<file path="config.mk">
export PLATFORM = sky130hd
export DESIGN_NAME = sync_serial_port
export DESIGN_NICKNAME = d
export VERILOG_FILES = /design/src/rtl/word_fifo.v /design/src/rtl/rate_divider.v /design/src/rtl/sync_serial_port.v
export VERILOG_INCLUDE_DIRS = /design/src /design/src/rtl
export SDC_FILE = /design/constraint.sdc
export NUM_CORES = 1
export LEC_CHECK = 0
export ABC_AREA = 0
export BUFFER_PORTS_ARGS = -buffer_cell sky130_fd_sc_hd__buf_2
export CAP_MARGIN = 5
export CORE_ASPECT_RATIO = 2
export CORE_UTILIZATION = 33
export DETAILED_ROUTE_END_ITERATION = 7
export PLACE_DENSITY = 0.45
export SETUP_SLACK_MARGIN = 0.02
export SLEW_MARGIN = 0
export SYNTH_ARGS = -nofsm -noshare
export SYNTH_HDL_FRONTEND = slang
export SYNTH_HIERARCHICAL = 1
export SYNTH_SLANG_ARGS = --single-unit
</file>
<file path="constraint.sdc">
create_clock -name clk -period 3.8 [get_ports clk]
set_clock_uncertainty 0.15 [all_clocks]
set_input_delay 0.19 -clock clk [delete_from_list [all_inputs] [get_ports clk]]
set_output_delay 0.19 -clock clk [all_outputs]
set_load 0.01 [all_outputs]
</file>
<file path="src/rtl/ssp_map.vh">
/*
  Register map, field positions, reset values and timing counts of the synchronous serial port.
  Assumes it is included by bare name from the files under rtl/.
*/
`ifndef SSP_MAP_VH
`define SSP_MAP_VH

`define ADDR_CONFIG_CONTROL    16'h7040
`define ADDR_OPERATION_CONTROL 16'h7041
`define ADDR_PORT_STATUS       16'h7042
`define ADDR_BIT_RATE_DIVISOR  16'h7044
`define ADDR_RX_EMULATION      16'h7046
`define ADDR_RX_BUFFER         16'h7047
`define ADDR_TX_BUFFER         16'h7048
`define ADDR_SHIFT_DATA        16'h7049
`define ADDR_FIFO_TX_CONTROL   16'h704A
`define ADDR_FIFO_RX_CONTROL   16'h704B
`define ADDR_FIFO_CONTROL      16'h704C
`define ADDR_PRIORITY_CONTROL  16'h704F

`define CFG_LEN_HI       3
`define CFG_POLARITY     6
`define CFG_RUN          7
`define OPC_RX_INT_EN    0
`define OPC_TX_EN        1
`define OPC_MASTER       2
`define OPC_PHASE        3
`define OPC_OVR_INT_EN   4
`define OPC_TX_INT_EN    5
`define STS_TX_FULL      5
`define STS_RX_DONE      6
`define STS_OVERRUN      7

`define RST_CONFIG       8'h00
`define RST_OPERATION    8'h00
`define RST_DIVISOR      7'h00
`define RST_DELAY        8'h00
`define RST_PRIORITY     8'h00

`define DIV_MIN_CODE     7'h03
`define DIV_SLOW_PERIOD  8'h04

`endif

</file>
<file path="src/rtl/word_fifo.v">
/*
  Parameterised first-in first-out word store with valid/ready on both sides.
  The head word comes out of a register; assumes one clock and an asynchronous active-high reset.
*/
`default_nettype none

module word_fifo #(
  parameter WIDTH = 16,
  parameter DEPTH = 16,
  parameter AW    = 4
) (
  input  wire             clk,
  input  wire             rst,
  input  wire             in_valid,
  output wire             in_ready,
  input  wire [WIDTH-1:0] in_data,
  output wire             out_valid,
  input  wire             out_ready,
  output reg  [WIDTH-1:0] out_data_ff,
  output reg  [AW:0]      level_ff
);

  reg  [WIDTH-1:0] mem [0:DEPTH-1];
  reg  [AW-1:0]    wr_ptr_ff;
  reg  [AW-1:0]    rd_ptr_ff;
  wire             push;
  wire             pop;
  wire [AW-1:0]    nxt_rd_ptr;

  assign in_ready   = (level_ff != DEPTH[AW:0]);
  assign out_valid  = (level_ff != {(AW+1){1'b0}});
  assign push       = in_valid & in_ready;
  assign pop        = out_valid & out_ready;
  assign nxt_rd_ptr = pop ? rd_ptr_ff + 1'b1 : rd_ptr_ff;

  always @(posedge clk)
  begin
    if (push)
    begin
      mem[wr_ptr_ff] <= in_data;
    end
  end

  // The head register is refreshed every cycle; a write landing on the new head bypasses the array.
  always @(posedge clk or posedge rst)
  begin
    if (rst)
    begin
      wr_ptr_ff   <= {AW{1'b0}};
      rd_ptr_ff   <= {AW{1'b0}};
      level_ff    <= {(AW+1){1'b0}};
      out_data_ff <= {WIDTH{1'b0}};
    end
    else
    begin
      if (push)
      begin
        wr_ptr_ff <= wr_ptr_ff + 1'b1;
      end
      rd_ptr_ff <= nxt_rd_ptr;
      if (push & ~pop)
      begin
        level_ff <= level_ff + 1'b1;
      end
      else if (pop & ~push)
      begin
        level_ff <= level_ff - 1'b1;
      end
      if (push && wr_ptr_ff == nxt_rd_ptr)
      begin
        out_data_ff <= in_data;
      end
      else
      begin
        out_data_ff <= mem[nxt_rd_ptr];
      end
    end
  end

endmodule

`default_nettype wire

</file>
<file path="src/rtl/rate_divider.v">
/*
  Serial clock rate divider producing one-cycle leading and trailing edge enables.
  Assumes the system clock stands in for the low-speed peripheral clock.
*/
`default_nettype none
`include "ssp_map.vh"

module rate_divider (
  input  wire       clk,
  input  wire       rst,
  input  wire       run,
  input  wire [6:0] divisor,
  output reg        lead_tick_ff,
  output reg        trail_tick_ff
);

  reg  [7:0] cnt_ff;
  wire [7:0] period;
  wire [7:0] half;

  // Codes below the minimum all fall back to the divide-by-four rate.
  assign period = (divisor < `DIV_MIN_CODE) ? `DIV_SLOW_PERIOD : {1'b0, divisor} + 8'h01;
  assign half   = {1'b0, period[7:1]};

  always @(posedge clk or posedge rst)
  begin
    if (rst)
    begin
      cnt_ff        <= 8'h00;
      lead_tick_ff  <= 1'b0;
      trail_tick_ff <= 1'b0;
    end
    else if (!run)
    begin
      cnt_ff        <= 8'h00;
      lead_tick_ff  <= 1'b0;
      trail_tick_ff <= 1'b0;
    end
    else
    begin
      cnt_ff        <= (cnt_ff == period - 8'h01) ? 8'h00 : cnt_ff + 8'h01;
      lead_tick_ff  <= (cnt_ff == half - 8'h01);
      trail_tick_ff <= (cnt_ff == period - 8'h01);
    end
  end

endmodule

`default_nettype wire

</file>
<file path="src/rtl/sync_serial_port.v">
/*
  Synchronous serial port: register file, master/slave shifter, pin drivers and a transmit FIFO.
  Assumes a 50 MHz clk standing for the peripheral clock, and 16-bit register accesses only.
*/
// Contract
// - Word length is programmable from 1 to 16 bits, same count in and out.
// - Master bit rate is clock/(divisor+1) for 3..127, clock/4 for codes 0..2.
// - Software selects master role, driving the serial clock, or slave, accepting it.
// - Idle-low scheme without delay launches on falling edge, samples on rising.
// - Idle-low scheme with delay launches half cycle early, samples on falling edge.
// - Idle-high scheme without delay launches on rising edge, samples on falling.
// - Idle-high scheme with delay launches half cycle early, samples on rising edge.
// - Receive and transmit run together; software may disable transmit only.
// - Slave-out line is driven as slave and sampled as master.
// - Slave-in line is driven as master and sampled as slave.
// - Transmit-enable line is asserted by master; slave takes part only while active.
// - Completion is visible as interrupt requests and as pollable status flags.
// - Register value sits in bits 7-0; upper byte reads zero, writes ignored.
`default_nettype none
`include "ssp_map.vh"

module sync_serial_port #(
  parameter DATA_W     = 16,
  parameter FIFO_DEPTH = 16,
  parameter FIFO_AW    = 4
) (
  input  wire        clk,
  input  wire        rst,
  input  wire [15:0] addr,
  input  wire        wr_en,
  input  wire        rd_en,
  input  wire [15:0] wr_data,
  output reg  [15:0] rd_data_ff,
  output reg         rx_irq_ff,
  output reg         tx_irq_ff,
  input  wire        somi_i,
  output reg         somi_o_ff,
  output reg         somi_oe_ff,
  input  wire        simo_i,
  output reg         simo_o_ff,
  output reg         simo_oe_ff,
  input  wire        sclk_i,
  output reg         sclk_o_ff,
  output reg         sclk_oe_ff,
  input  wire        ste_n_i,
  output reg         ste_n_o_ff,
  output reg         ste_oe_ff
);

  localparam ST_IDLE  = 2'b00;
  localparam ST_SHIFT = 2'b01;
  localparam ST_GAP   = 2'b10;

  reg  [7:0]        cfg_ff;
  reg  [7:0]        opc_ff;
  reg  [6:0]        div_ff;
  reg  [7:0]        delay_ff;
  reg  [7:0]        prio_ff;
  reg               rx_done_ff;
  reg               overrun_ff;
  reg  [15:0]       rx_buf_ff;
  reg  [15:0]       sh_ff;
  reg               rbit_ff;
  reg  [5:0]        edge_cnt_ff;
  reg  [1:0]        state_ff;
  reg  [7:0]        gap_ff;
  reg               loaded_ff;
  reg               sclk_s1_ff;
  reg               sclk_s2_ff;
  reg               sclk_s3_ff;
  reg               simo_s1_ff;
  reg               simo_s2_ff;
  reg               somi_s1_ff;
  reg               somi_s2_ff;
  reg               ste_s1_ff;
  reg               ste_s2_ff;
  reg  [7:0]        nxt_rd_byte;

  wire              running;
  wire              master;
  wire              phase;
  wire              pol;
  wire              tx_en;
  wire [4:0]        len;
  wire [5:0]        last_edge;
  wire              slave_act;
  wire              tick_lead;
  wire              tick_trail;
  wire              s_rise;
  wire              s_fall;
  wire              lead_ev;
  wire              trail_ev;
  wire              in_bit;
  wire              fifo_in_valid;
  wire              fifo_in_ready;
  wire              fifo_out_valid;
  wire [DATA_W-1:0] fifo_out_data;
  wire [FIFO_AW:0]  fifo_level;
  wire              pop;
  wire              word_end;
  wire              wr_hit_tx;
  wire              rd_rx_buf;

  // Left-justify a word so that bit (length-1) leaves first from the top of the shifter.
  function [15:0] align;
    input [15:0] word;
    input [3:0]  lenm1;
    begin
      align = word << (4'hF - lenm1);
    end
  endfunction

  function hit;
    input [15:0] a;
    input [15:0] target;
    begin
      hit = (a == target);
    end
  endfunction

  assign running   = cfg_ff[`CFG_RUN];
  assign pol       = cfg_ff[`CFG_POLARITY];
  assign len       = {1'b0, cfg_ff[`CFG_LEN_HI:0]} + 5'h01;
  assign last_edge = {len, 1'b0} - 6'h01;
  assign master    = opc_ff[`OPC_MASTER];
  assign phase     = opc_ff[`OPC_PHASE];
  assign tx_en     = opc_ff[`OPC_TX_EN];
  assign slave_act = running & ~master & ~ste_s2_ff;

  assign s_rise   = sclk_s2_ff & ~sclk_s3_ff;
  assign s_fall   = ~sclk_s2_ff & sclk_s3_ff;
  // The leading edge leaves the idle level: rising when idle low, falling when idle high.
  assign lead_ev  = master ? tick_lead : (slave_act & (pol ? s_fall : s_rise));
  assign trail_ev = master ? tick_trail : (slave_act & (pol ? s_rise : s_fall));
  assign in_bit   = master ? somi_s2_ff : simo_s2_ff;
  assign word_end = trail_ev & (edge_cnt_ff == last_edge) & (state_ff == ST_SHIFT | ~master);

  assign wr_hit_tx     = wr_en & (hit(addr, `ADDR_TX_BUFFER) | hit(addr, `ADDR_SHIFT_DATA));
  assign fifo_in_valid = wr_hit_tx;
  assign rd_rx_buf     = rd_en & hit(addr, `ADDR_RX_BUFFER);
  assign pop = running & fifo_out_valid & (master ? (state_ff == ST_IDLE) : (~loaded_ff & edge_cnt_ff == 6'h00));

  // A full FIFO refuses writes; software sees it in the status word and must wait.
  word_fifo #(
    .WIDTH (DATA_W),
    .DEPTH (FIFO_DEPTH),
    .AW    (FIFO_AW)
  ) u_tx_fifo (
    .clk         (clk),
    .rst         (rst),
    .in_valid    (fifo_in_valid),
    .in_ready    (fifo_in_ready),
    .in_data     ({{(DATA_W-8){1'b0}}, wr_data[7:0]}),
    .out_valid   (fifo_out_valid),
    .out_ready   (pop),
    .out_data_ff (fifo_out_data),
    .level_ff    (fifo_level)
  );

  rate_divider u_div (
    .clk           (clk),
    .rst           (rst),
    .run           (master & (state_ff == ST_SHIFT)),
    .divisor       (div_ff),
    .lead_tick_ff  (tick_lead),
    .trail_tick_ff (tick_trail)
  );

  // Pin inputs are resynchronised; at the fastest divisor this costs two cycles of sample margin.
  always @(posedge clk or posedge rst)
  begin
    if (rst)
    begin
      sclk_s1_ff <= 1'b0;
      sclk_s2_ff <= 1'b0;
      sclk_s3_ff <= 1'b0;
      simo_s1_ff <= 1'b0;
      simo_s2_ff <= 1'b0;
      somi_s1_ff <= 1'b0;
      somi_s2_ff <= 1'b0;
      ste_s1_ff  <= 1'b1;
      ste_s2_ff  <= 1'b1;
    end
    else
    begin
      sclk_s1_ff <= sclk_i;
      sclk_s2_ff <= sclk_s1_ff;
      sclk_s3_ff <= sclk_s2_ff;
      simo_s1_ff <= simo_i;
      simo_s2_ff <= simo_s1_ff;
      somi_s1_ff <= somi_i;
      somi_s2_ff <= somi_s1_ff;
      ste_s1_ff  <= ste_n_i;
      ste_s2_ff  <= ste_s1_ff;
    end
  end

  // Register writes keep only the low byte.
  always @(posedge clk or posedge rst)
  begin
    if (rst)
    begin
      cfg_ff   <= `RST_CONFIG;
      opc_ff   <= `RST_OPERATION;
      div_ff   <= `RST_DIVISOR;
      delay_ff <= `RST_DELAY;
      prio_ff  <= `RST_PRIORITY;
    end
    else if (wr_en)
    begin
      if (hit(addr, `ADDR_CONFIG_CONTROL))
        cfg_ff <= wr_data[7:0];
      if (hit(addr, `ADDR_OPERATION_CONTROL))
        opc_ff <= wr_data[7:0];
      if (hit(addr, `ADDR_BIT_RATE_DIVISOR))
        div_ff <= wr_data[6:0];
      if (hit(addr, `ADDR_FIFO_CONTROL))
        delay_ff <= wr_data[7:0];
      if (hit(addr, `ADDR_PRIORITY_CONTROL))
        prio_ff <= wr_data[7:0];
    end
  end

  always @*
  begin
    nxt_rd_byte = 8'h00;
    case (addr)
      `ADDR_CONFIG_CONTROL:    nxt_rd_byte = cfg_ff;
      `ADDR_OPERATION_CONTROL: nxt_rd_byte = opc_ff;
      `ADDR_PORT_STATUS:       nxt_rd_byte = {overrun_ff, rx_done_ff, ~fifo_in_ready, 5'h00};
      `ADDR_BIT_RATE_DIVISOR:  nxt_rd_byte = {1'b0, div_ff};
      `ADDR_RX_EMULATION:      nxt_rd_byte = rx_buf_ff[7:0];
      `ADDR_RX_BUFFER:         nxt_rd_byte = rx_buf_ff[7:0];
      `ADDR_TX_BUFFER:         nxt_rd_byte = fifo_out_data[7:0];
      `ADDR_SHIFT_DATA:        nxt_rd_byte = sh_ff[7:0];
      `ADDR_FIFO_TX_CONTROL:   nxt_rd_byte = {3'h0, fifo_level};
      `ADDR_FIFO_RX_CONTROL:   nxt_rd_byte = {7'h00, rx_done_ff};
      `ADDR_FIFO_CONTROL:      nxt_rd_byte = delay_ff;
      `ADDR_PRIORITY_CONTROL:  nxt_rd_byte = prio_ff;
      default:                 nxt_rd_byte = 8'h00;
    endcase
  end

  // Reading the receive buffer clears its flag, but a word finishing in the same cycle sets it again.
  always @(posedge clk or posedge rst)
  begin
    if (rst)
    begin
      rd_data_ff <= 16'h0000;
      rx_done_ff <= 1'b0;
      overrun_ff <= 1'b0;
      rx_buf_ff  <= 16'h0000;
      rx_irq_ff  <= 1'b0;
      tx_irq_ff  <= 1'b0;
    end
    else
    begin
      if (rd_en)
        rd_data_ff <= {8'h00, nxt_rd_byte};
      if (word_end)
      begin
        rx_buf_ff  <= (phase ? {sh_ff[14:0], in_bit} : {sh_ff[14:0], rbit_ff}) & ~(16'hFFFF << len);
        rx_done_ff <= 1'b1;
        if (rx_done_ff & ~rd_rx_buf)
          overrun_ff <= 1'b1;
      end
      else if (rd_rx_buf)
      begin
        rx_done_ff <= 1'b0;
      end
      if (wr_en && hit(addr, `ADDR_PORT_STATUS) && wr_data[`STS_OVERRUN] && !(word_end && rx_done_ff))
        overrun_ff <= 1'b0;
      rx_irq_ff <= (rx_done_ff & opc_ff[`OPC_RX_INT_EN]) | (overrun_ff & opc_ff[`OPC_OVR_INT_EN]);
      tx_irq_ff <= ~fifo_out_valid & (state_ff == ST_IDLE) & opc_ff[`OPC_TX_INT_EN];
    end
  end

  // Shifter shared by both roles; the edge source, the input pin, the load condition and the slave's deselect clear differ.
  always @(posedge clk or posedge rst)
  begin
    if (rst)
    begin
      state_ff    <= ST_IDLE;
      sh_ff       <= 16'h0000;
      rbit_ff     <= 1'b0;
      edge_cnt_ff <= 6'h00;
      gap_ff      <= 8'h00;
      loaded_ff   <= 1'b0;
    end
    else if (!running)
    begin
      state_ff    <= ST_IDLE;
      edge_cnt_ff <= 6'h00;
      loaded_ff   <= 1'b0;
    end
    else
    begin
      if (pop)
      begin
        sh_ff     <= align(fifo_out_data, cfg_ff[`CFG_LEN_HI:0]);
        loaded_ff <= 1'b1;
      end
      if (!master && ste_s2_ff)
        edge_cnt_ff <= 6'h00;
      else if (lead_ev)
      begin
        rbit_ff     <= in_bit;
        edge_cnt_ff <= edge_cnt_ff + 6'h01;
      end
      else if (trail_ev)
      begin
        sh_ff       <= phase ? {sh_ff[14:0], in_bit} : {sh_ff[14:0], rbit_ff};
        edge_cnt_ff <= (edge_cnt_ff == last_edge) ? 6'h00 : edge_cnt_ff + 6'h01;
        if (edge_cnt_ff == last_edge)
          loaded_ff <= 1'b0;
      end
      case (state_ff)
        ST_IDLE:
        begin
          if (master && pop)
            state_ff <= ST_SHIFT;
        end
        ST_SHIFT:
        begin
          if (word_end)
          begin
            state_ff <= ST_GAP;
            gap_ff   <= delay_ff;
          end
        end
        ST_GAP:
        begin
          // The programmed gap delays the next word, giving slow slaves time between words.
          if (gap_ff == 8'h00)
            state_ff <= ST_IDLE;
          else
            gap_ff <= gap_ff - 8'h01;
        end
        default:
        begin
          state_ff <= ST_IDLE;
        end
      endcase
    end
  end

  // Pin drivers: master owns clock, enable and slave-in; slave owns slave-out only while selected.
  always @(posedge clk or posedge rst)
  begin
    if (rst)
    begin
      sclk_o_ff  <= 1'b0;
      sclk_oe_ff <= 1'b0;
      ste_n_o_ff <= 1'b1;
      ste_oe_ff  <= 1'b0;
      simo_o_ff  <= 1'b0;
      simo_oe_ff <= 1'b0;
      somi_o_ff  <= 1'b0;
      somi_oe_ff <= 1'b0;
    end
    else
    begin
      sclk_oe_ff <= running & master;
      ste_oe_ff  <= running & master;
      ste_n_o_ff <= ~(master & (state_ff == ST_SHIFT));
      if (!master || state_ff != ST_SHIFT)
        sclk_o_ff <= pol;
      else if (tick_lead || tick_trail)
        sclk_o_ff <= ~sclk_o_ff;
      simo_oe_ff <= running & master & tx_en;
      somi_oe_ff <= slave_act & tx_en;
      if (pop)
        simo_o_ff <= fifo_out_data[cfg_ff[`CFG_LEN_HI:0]];
      else if (phase && lead_ev)
        simo_o_ff <= sh_ff[15];
      else if (!phase && trail_ev)
        simo_o_ff <= sh_ff[14];
      somi_o_ff <= simo_o_ff;
    end
  end

endmodule

`default_nettype wire

</file>
# Word-level counts from Yosys, hierarchy flattened
# Memories as Yosys holds them, arrays and structs flattened. A register that Yosys moved wholly into a read port is not among the register bits.
# Cells that the tools add are included.
totals:
  regBits: 148
  mem_bits_rw: 128
  inputBits: 40
  output_inout_bits: 26
  word_cells: 217
  mem_count: 1
memory_table:
  columns: ["name", "depth", "word_bits", "read_ports", "rd_clocked_by_memory_dff", "write_ports", "line", "rtl"]
  rows:
  - ["u_tx_fifo.mem", 16, 8, 1, 1, 1, "word_fifo.v:23", "reg [WIDTH-1:0] mem [0:DEPTH-1];"]
classes:
  addsub: 13
  order_cmp: 2
  n_eq_ne: 26
  n_shift: 2
  n_mux: 54
  bitwise_logic: 44
  reduce_logical: 35
ops:
  columns: ["operator", "n"]
  rows:
  - ["16-bit by 15-bit == test with 1-bit output, second input constant", 12]
  - ["8-bit case mux with 11 select lines", 1]
  - ["16-bit 2-to-1 mux", 5]
  - ["8-bit 2-to-1 mux", 5]
  - ["6-bit 2-to-1 mux", 5]
  - ["1-bit 2-to-1 mux", 28]
  - ["1-bit bitwise AND", 26]
  - ["8-bit == test", 2]
  - ["8-bit case mux with 2 select lines", 1]
  - ["16-bit by 4-bit << shifter with 16-bit output", 1]
  - ["16-bit by 5-bit << shifter with 8-bit output, first input constant", 1]
  - ["8-bit by 1-bit subtractor with 8-bit output, second input constant", 2]
  - ["1-bit inverter", 13]
  - ["2-bit AND reduction", 6]
  - ["2-bit nonzero test", 6]
  - ["5-bit 2-to-1 mux", 2]
  - ["1-bit logical AND", 9]
  - ["4-bit by 1-bit adder with 4-bit output, second input constant", 2]
  - ["7-bit by 1-bit adder with 8-bit output, second input constant", 1]
  - ["8-bit by 1-bit adder with 8-bit output, second input constant", 1]
  - ["8-bit bitwise AND", 1]
  - ["8-bit zero test", 1]
  - ["2-bit 2-to-1 mux", 4]
  - ["8-bit inverter", 1]
  - ["other kinds (32)", 40]

# Logic depth before layout (Yosys ltp)
# Gate-level depths: netlist (run 1).
depth:
  word_depth: 12
  ltp_mapped: 16
  mapped_depth_nobuf: 14

# Modules after synthesis
# The synthesis (run 1) kept the hierarchy.
by_module_without_submodules:
  columns: ["mod", "n_inst", "cells_per_inst", "area_per_inst_um2", "seq_area_each_um2"]
  rows:
  - ["word_fifo", 1, 792, 13656.8, 8413.1]
  - ["sync_serial_port", 1, 634, 6531.3, 2731.4]
  - ["rate_divider", 1, 133, 1193.6, 250.2]

# Worst setup path after synthesis (run 1)
# Ideal clock, no wire load.
synth_timing:
  path_type: "register -> register"
  start: "register edge_cnt_ff[2]"
  end: "register u_tx_fifo.level_ff[4]"
  setup_ns: 0.133
  arrival_time_ns: 3.850
  required_ns: 3.517
  setup_slack_ns: -0.333
  stages_incl_launch_ff: 16
  n_path_buf: 2
  synth_period_minus_slack_ns: 4.133
  path_cell_list: "dfrtp_1 -> or4_1 -> or4b_4 -> a21oi_4 -> o21a_1 -> clkbuf_1 -> clkinv_1 -> buf_2 -> ha_1 -> inv_1 -> ha_1 -> a21o_1 -> a21oi_1 -> xnor2_1 -> nor2_1 -> xor2_1"
synth_between:
  elab_chain_cells: 8
  elab_cells_between_ends: 10
  classes_between: "mux: 2; bitwise: 6; reduce/logical: 2"
synth_lines:
  columns: ["item", "line", "rtl"]
  rows:
  - ["start: declaration", "sync_serial_port.v:64", "reg [5:0] edge_cnt_ff;"]
  - ["start signal: assignment", "sync_serial_port.v:308", "edge_cnt_ff <= edge_cnt_ff + 6'h01;"]
  - ["start signal: assignment", "sync_serial_port.v:313", "edge_cnt_ff <= (edge_cnt_ff == last_edge) ? 6'h00 : edge_cnt_ff + 6'h01;"]
  - ["6-bit zero test (*)", "sync_serial_port.v:141", "assign pop = running & fifo_out_valid & (master ? (state_ff == ST_IDLE) : (~loaded_ff & edge_cnt_ff == 6'h00)) ..."]
  - ["1-bit bitwise AND (*)", "sync_serial_port.v:141", null]
  - ["1-bit 2-to-1 mux (*)", "sync_serial_port.v:141", null]
  - ["1-bit bitwise AND (*)", "sync_serial_port.v:141", null]
  - ["net pop", "sync_serial_port.v:99", "wire pop;"]
  - ["1-bit bitwise AND (*)", "word_fifo.v:33", "assign pop = out_valid & out_ready;"]
  - ["1-bit inverter", "word_fifo.v:61", "if (push & ~pop)"]
  - ["1-bit bitwise AND", "word_fifo.v:61", null]
  - ["5-bit 2-to-1 mux / 2-bit nonzero test (equally long branches)", null, null]
  - ["end signal: assignment", "word_fifo.v:51", "level_ff <= {(AW+1){1'b0}};"]
  - ["end signal: assignment", "word_fifo.v:63", "level_ff <= level_ff + 1'b1;"]
  - ["end signal: assignment", "word_fifo.v:67", "level_ff <= level_ff - 1'b1;"]
  - ["end: declaration", "word_fifo.v:20", "output reg [AW:0] level_ff"]
# The timed path passes the listed nets; every way through them passes the cells marked *.
# A chain may end at the register's enable or synchronous reset.

==> impl_metrics.env, run 1 <==
export IMPL_fin_area_mm2=0.02496
export IMPL_dpl_cell_area_mm2=0.02355
export IMPL_place_congestion=0.9033
export IMPL_portBuffers=49
export IMPL_clk_latency_ns=0.58
export IMPL_clockBufferDepth=3
export IMPL_p_int_w=0.006857
export IMPL_drtIter0Drc=822
export IMPL_diodes=0
export IMPL_swShare=0.2228
export IMPL_critical_path_max_stage_delay_ns=0.57
export IMPL_h_tree_depth=2
export IMPL_yosys_register_bits=404
export IMPL_irDropWorstVdd_mv=0.2705
export IMPL_rsz0062_at_grt="true"
export IMPL_ys_top_cells_by_area="edfxtp_1 (36%), dfrtp_1 (17%), mux4_2 (14%), mux2_2 (2.4%), nor3_1 (1.8%)"
export IMPL_yosys_warnings=6
export IMPL_synth_edff_count=256
export IMPL_crit_required_ns=4.17
export IMPL_grt_use_total=0.2118
export IMPL_grt_pass1_vias=15500
export IMPL_dieArea_mm2=0.06588
export IMPL_numCtsBuffers=41
export IMPL_fin_nets=1845
export IMPL_core_area_mm2=0.06392
export IMPL_cts_tree="done"
export IMPL_min_to="u_tx_fifo/mem[3][2]"
export IMPL_syn_avg_cell_area_um2=13.72
export IMPL_worst_r2r_path_depth=10
export IMPL_power_w=0.008822
export IMPL_timing_final_crit_share=0.9750
export IMPL_grt_first_pass_wirelength_um=101800
export IMPL_grt_overflow=0
export IMPL_preCtsSetupSlack_ns=-0.04696
export IMPL_worst_pin_slew_ns=0.9432
export IMPL_maxCapViolCount=0
export IMPL_holdPathStages=1
export IMPL_cts_sinks=404
export IMPL_async_flop_share=0.3663
export IMPL_routed_wl_um=68620
export IMPL_rows=131
export IMPL_ys_types=102
export IMPL_cp_max_fo=52
export IMPL_clkTransAtPathRegs_ns=0.06
export IMPL_r2r_end="u_tx_fifo/out_data_ff[13]"
export IMPL_critical_path_class="register to register"
export IMPL_drive_above_1_share=0.2598
export IMPL_hold_path_class="primary input to register"
export IMPL_r2r_slack_ns=0.09
export IMPL_arrival_ns=4.08
export IMPL_grt_max_degree=86
export IMPL_fin_hold_ws_ns=0.01999
export IMPL_pwr_density_cell_mw_per_mm2=353.5
export IMPL_switching_power_w=0.001965
export IMPL_ant_nets=0
export IMPL_clockPowerShare=0.443
export IMPL_die_h_um=362.0
export IMPL_routed_via_count=14530
export IMPL_crit_top_cell="buf_4"
export IMPL_setup_ws_ns=0.09492
export IMPL_synthCells=1559
export IMPL_status="finished clean"
export IMPL_crit_path_start_kind="register"
export IMPL_hold_viol=0
export IMPL_cp_end_kind="register"
export IMPL_antenna_found_initial=0
export IMPL_r2r_start="edge_cnt_ff[2]"
export IMPL_setup_viol=0
export IMPL_crit_slowest_cell="a211oi_1"
export IMPL_cts_root_buffer="clkbuf_16"
export IMPL_area_growth_pct=16.73
export IMPL_sequentialPowerShare=0.532
export IMPL_first_pass_iters=6
export IMPL_die_w_um=182.0
export IMPL_worstPathCellList="or4_1 -> or4b_4 -> a21oi_4 -> o21a_2 -> buf_4 -> buf_4 -> o22ai_1 -> a211oi_1 -> a22o_1 -> mux2_2"
export IMPL_hold_start="wr_data[2]"
export IMPL_p_leak_nw=8.998
export IMPL_yosysSeqAreaShare=0.5329
export IMPL_maxSlewHeadroom=0.3705
export IMPL_drcViolationCount=0
export IMPL_dp_hpwl_um=48120
export IMPL_period_needed_ns=3.705
export IMPL_initial_core_util=0.3345
export IMPL_yosysTopAreaCell="edfxtp_1"
export IMPL_maxSlewViolCount=0
export IMPL_yosys_area_top_type_share=0.3595
export IMPL_ys_flop_type="edfxtp_1"
export IMPL_ios=66
export IMPL_synth_area_mm2=0.02138
export IMPL_max_clock_freq_mhz=269.9
export IMPL_avgViaCountPerCell=5.555
export IMPL_comb_power_share=0.025
export IMPL_routedWlPerCell_um=26.24
-- synthesized netlist by cell type (all sizes together), types with 6 or more instances --
library cell  instances
xor2                 18
a211oi               42
o22ai                34
a22oi                11
mux2                 60
clkbuf               63
nor2                 67
edfxtp              256
nand3                22
dfrtp               145
xnor2                33
a31oi                 8
o21ai                71
mux2i                25
nand2                67
o211ai               21
nor3                 81
a21oi                59
nand3b                6
buf                  54
a221oi                6
nand2b               13
or2                   7
or3                   8
nor2b                25
mux4                136
and3                 16
a2111oi              18
nor4                  9
and2                  7
a22o                 21
inv                  31
nor3b                 7
ha                   19
-- cell type report --
class,count,area [um^2]
flip-flops and latches,404,11400
repair buffers,157,1194
inverters,32,127.6
multi-input cells,1149,9981
fillers,6062,38960
clock inverters,18,118.9
clock buffers,57,1137
well taps,798,998.5
-- worst max-delay path, delay by kind of cell, from the launching register on --
kind | cells | cell delay [ns]
AOI/OAI and AO/OA | 5 | 1.29
muxes | 1 | 0.14
DFF | 1 | 0.37
buffers and inverters | 2 | 0.60
and+or+nand+nor | 2 | 1.08
-- kinds of logic after synthesis --
group           after synthesis  synth area share
mux                         221            0.1892
simple gates                365           0.09538
flops                       404            0.5329
compound gates              343            0.1131
fa+ha+maj                    20           0.01205
other cells                   1         0.0001754
xor+xnor                     56           0.02657
buf+inv                     149           0.03066
-- per-stage QoR --
| stage | instances | setup TNS (ns) | utilization |
|---|---|---|---|
| 2_1_floorplan | 1702 | 0 | - |
| 3_3_place_gp | 2528 | -0.06245 | 0.3683 |
| 3_5_place_dp | 2528 | -0.05605 | 0.3683 |
| 4_1_cts | 2612 | 0 | 0.3895 |
| 5_1_grt | 2615 | 0 | 0.3904 |
| 6_report | 2615 | 0 | 0.3904 |
-- repair_timing --
action / in CTS / in global routing
setup buffers: 1 / 2
setup endpoints to repair: 4 / 18
hold buffers: 8 / 0
gates cloned: 0 / 1
gates resized for setup: 3 / 3
pin swaps: 1 / 3
hold endpoints to repair: 116 / 0
-- layer usage --
layer | part of all wire | up-vias | GRT usage | wire (um)
met5 | 0 | - | 0 | 0
met4 | 0.071 | 0 | 0.1374 | 4894
met3 | 0.028 | 166 | 0.02028 | 1931
met2 | 0.57 | 371 | 0.4225 | 39280
met1 | 0.33 | 7481 | 0.2015 | 22510
li1 | - | 6509 | - | -
-- cells in the final DEF (no fill, tap or decap), types with 12 or more instances in the layout --
master,instances
dfrtp_1,143
o21ai_0,63
nand2_1,64
mux2i_1,25
clkbuf_1,12
mux2_4,15
xnor2_1,31
a21oi_1,58
nor2_1,61
o211ai_1,18
buf_4,91
a211oi_1,40
a22o_1,21
o22ai_1,33
nand3_1,20
nand2b_1,13
nor3_1,74
buf_2,49
xor2_1,17
clkbuf_16,43
edfxtp_1,256
inv_1,29
conb_1,144
and3_1,16
ha_1,17
mux4_2,136
nor2b_1,25
mux2_2,45
-- how the worst max path moves through the flow --
stage,from,end,slack [ns],cells after the start
after CTS,edge_cnt_ff[2],u_tx_fifo/out_data_ff[13],0.03,10
after detailed placement,edge_cnt_ff[2],u_tx_fifo/out_data_ff[4],-0.05,10
after global placement,edge_cnt_ff[2],u_tx_fifo/out_data_ff[4],-0.03,10
after global routing,edge_cnt_ff[3],u_tx_fifo/level_ff[4],0.02,14
final,edge_cnt_ff[2],u_tx_fifo/out_data_ff[13],0.09,10
after floorplan,edge_cnt_ff[2],u_tx_fifo/level_ff[4],0.05,15
-- sequential cells by signal, indices dropped and copies added (netlist names), 2 cells and up --
signal,count
rd_data_ff,8
rx_buf_ff,8
opc_ff,8
u_tx_fifo/mem,256
u_tx_fifo/level_ff,5
sh_ff,16
div_ff,7
u_tx_fifo/wr_ptr_ff,4
u_tx_fifo/out_data_ff,16
state_ff,2
u_div/cnt_ff,8
edge_cnt_ff,6
prio_ff,8
cfg_ff,8
delay_ff,8
gap_ff,8
u_tx_fifo/rd_ptr_ff,4
-- power by group through the flow --
stage	combinational [W]	sequential, W	clock (W)
detailed placement	0.000212	0.00478	0
CTS	0.000220	0.00469	0.00404
global route	0.000244	0.00469	0.00419
floorplan	0.000111	0.00478	0
global placement	0.000210	0.00478	0
finish	0.000219	0.00469	0.00391
Note: power is estimated with default switching activity, not from simulation.
==> run 2: changes to the inputs <==
--- a/config.mk
+++ b/config.mk
@@ -11,8 +11,10 @@
 export CAP_MARGIN = 5
 export CORE_ASPECT_RATIO = 2
 export CORE_UTILIZATION = 33
+export CTS_CLUSTER_DIAMETER = 80
 export DETAILED_ROUTE_END_ITERATION = 7
 export PLACE_DENSITY = 0.45
+export REMOVE_ABC_BUFFERS = 1
 export SETUP_SLACK_MARGIN = 0.02
 export SLEW_MARGIN = 0
 export SYNTH_ARGS = -nofsm -noshare
==> impl_metrics.env, run 2 (synthesis gave the netlist of run 1 again) <==
export IMPL_timing_final_crit_share=0.9901
export IMPL_sequentialPowerShare=0.499
export IMPL_routedWlPerCell_um=25.14
export IMPL_multi_input_area_mm2=0.01004
export IMPL_final_cell_mix="edfxtp_1 (256), conb_1 (144), dfrtp_1 (143), mux4_2 (136), buf_4 (88)"
export IMPL_comb_power_share=0.023
export IMPL_place_congestion=0.8850
export IMPL_rows=131
export IMPL_fin_nets=1844
export IMPL_critPathLaunch="edge_cnt_ff[4]"
export IMPL_layout_commonest_cell="edfxtp_1"
export IMPL_rsz0062_at_grt="true"
export IMPL_clk_latency_ns=0.57
export IMPL_numCtsBuffers=40
export IMPL_ios=66
export IMPL_clkTransAtPathRegs_ns=0.07
export IMPL_power_w=0.009400
export IMPL_crit_buf_inv=2
export IMPL_die_w_um=182.0
export IMPL_maxCapViolCount=0
export IMPL_p_int_w=0.007419
export IMPL_worstPathCellList="or4_4 -> or4b_4 -> a21oi_4 -> and4_1 -> o21ai_2 -> xnor2_2 -> or2_1 -> a2111oi_4 -> buf_4 -> clkbuf_16 -> mux2_4"
export IMPL_dieArea_mm2=0.06588
export IMPL_dp_hpwl_um=45370
export IMPL_globalRouteMet3Util=0.01938
export IMPL_first_pass_iters=6
export IMPL_largest_reg_flops=256
export IMPL_grt_max_degree=102
export IMPL_irDropWorstVdd_mv=0.2405
export IMPL_dp_cells=2527
export IMPL_crit_path_start_kind="register"
export IMPL_portBuffers=49
export IMPL_arrival_ns=4.06
export IMPL_regMostFlops="u_tx_fifo/mem"
export IMPL_crit_required_ns=4.10
export IMPL_status="finished clean"
export IMPL_hold_start="wr_data[7]"
export IMPL_use_met1=0.1951
export IMPL_crit_slowest_cell="or4_4"
export IMPL_drtIter0Drc=929
export IMPL_drive_above_1_share=0.2671
export IMPL_n_fill_cell=5987
export IMPL_die_h_um=362.0
export IMPL_r2r_start="edge_cnt_ff[4]"
export IMPL_switching_power_w=0.001981
export IMPL_cts_sinks=404
export IMPL_critical_path_class="register to register"
export IMPL_ant_nets=0
export IMPL_clockPowerShare=0.478
export IMPL_maxSlewViolCount=0
export IMPL_cp_max_fo=8
export IMPL_pwr_density_cell_mw_per_mm2=372.1
export IMPL_clockBufferDepth=3
export IMPL_grt_use_met2=0.4086
export IMPL_hold_path_class="primary input to register"
export IMPL_hold_viol=0
export IMPL_setup_viol=0
export IMPL_max_clock_freq_mhz=265.8
export IMPL_critical_path_max_stage_delay_ns=0.56
export IMPL_initial_core_util=0.3345
export IMPL_grt_pass1_vias=15330
export IMPL_cts_root_buffer="clkbuf_16"
export IMPL_swShare=0.2108
export IMPL_core_area_mm2=0.06392
export IMPL_p_leak_nw=9.157
export IMPL_routed_via_count=14440
export IMPL_finalNonFillerCells=2614
export IMPL_cp_end_kind="register"
export IMPL_h_tree_depth=2
export IMPL_worst_pin_slew_ns=0.9310
export IMPL_ff_latch_area_mm2=0.01140
export IMPL_gr_max_usage_layer="met2"
export IMPL_antenna_found_initial=0
export IMPL_grt_first_pass_wirelength_um=97680
export IMPL_drcViolationCount=0
export IMPL_routed_wl_um=65730
export IMPL_avgViaCountPerCell=5.526
export IMPL_cts_tree="done"
export IMPL_period_needed_ns=3.762
export IMPL_grt_use_total=0.2025
export IMPL_top_regs="u_tx_fifo/mem (256), sh_ff (16), u_tx_fifo/out_data_ff (16)"
export IMPL_area_growth_pct=18.14
export IMPL_grt_overflow=0
export IMPL_crit_family="simple AND/OR/NAND/NOR gates"
export IMPL_diodes=0
export IMPL_maxSlewHeadroom=0.3794
## run 2: cell types whose count changed in the layout (fill, tap and decap cells not counted), moves of 5 or more
cell / change
clkbuf_1: -11
clkinv_2: +5
mux2_4: +17
bufinv_16: +9
mux2_2: -17
## run 2: worst paths after layout
check	endpoint	slack, ns	cells past startpoint
worst max register to register	u_tx_fifo/out_data_ff[8]	0.04	11
max in group asynchronous	ste_s2_ff	2.51	4
worst min-delay path	u_tx_fifo/mem[15][7]	0.03	1
worst min register to register	simo_s2_ff	0.20	0
min in group asynchronous	u_div/lead_tick_ff	0.05	3
worst max-delay path	u_tx_fifo/out_data_ff[8]	0.04	11
## run 2: cell type report
type,count,share of cell area
timing repair buffer,157,0.04839
clock inverter,28,0.01526
sequential,404,0.4514
clock buffer,46,0.04294
multi-input combinational,1149,0.3976
inverter,32,0.004854
tap,798,0.03953
## run 2: power groups by stage
stage          clock [W]  combinational (W)  sequential, W
6_report         0.00449           0.000216        0.00469
2_1_floorplan          0          0.0000931        0.00479
5_1_grt          0.00474           0.000241        0.00469
3_5_place_dp           0           0.000209        0.00478
3_3_place_gp           0           0.000208        0.00478
4_1_cts          0.00461           0.000216        0.00469
## run 2: metal layers
| layer | wire length (um) | part of all wire | up-vias |
|---|---|---|---|
| met5 | 0 | 0 | - |
| met2 | 37870 | 0.58 | 327 |
| met1 | 21950 | 0.33 | 7480 |
| met4 | 4146 | 0.063 | 0 |
| li1 | - | - | 6504 |
| met3 | 1754 | 0.027 | 133 |
## run 2: what timing repair did
item | 4_1_cts | 5_1_grt
hold endpoints to repair | 116 | 0
gates cloned | 0 | 1
gates resized for setup | 4 | 20
buffers inserted | 0 | 4
setup endpoints to repair | 17 | 18
hold buffers | 8 | 0
pin swaps | 1 | 6
## run 2: metrics by stage
stage          cell area, um^2  setup WS (ns)    util  hold WS, ns  TNS (ns)
6_report                 25260        0.03771  0.3952      0.03104         0
5_1_grt                  25260       -0.02726  0.3952      0.02078   -0.1962
4_1_cts                  25130       0.004001  0.3931      0.01477         0
3_5_place_dp             23560       -0.07038  0.3686       0.1030    -1.013
3_3_place_gp             23560       -0.04446  0.3686       0.1021   -0.5113
2_1_floorplan            21380         -3.710       -      -0.1198    -74.93
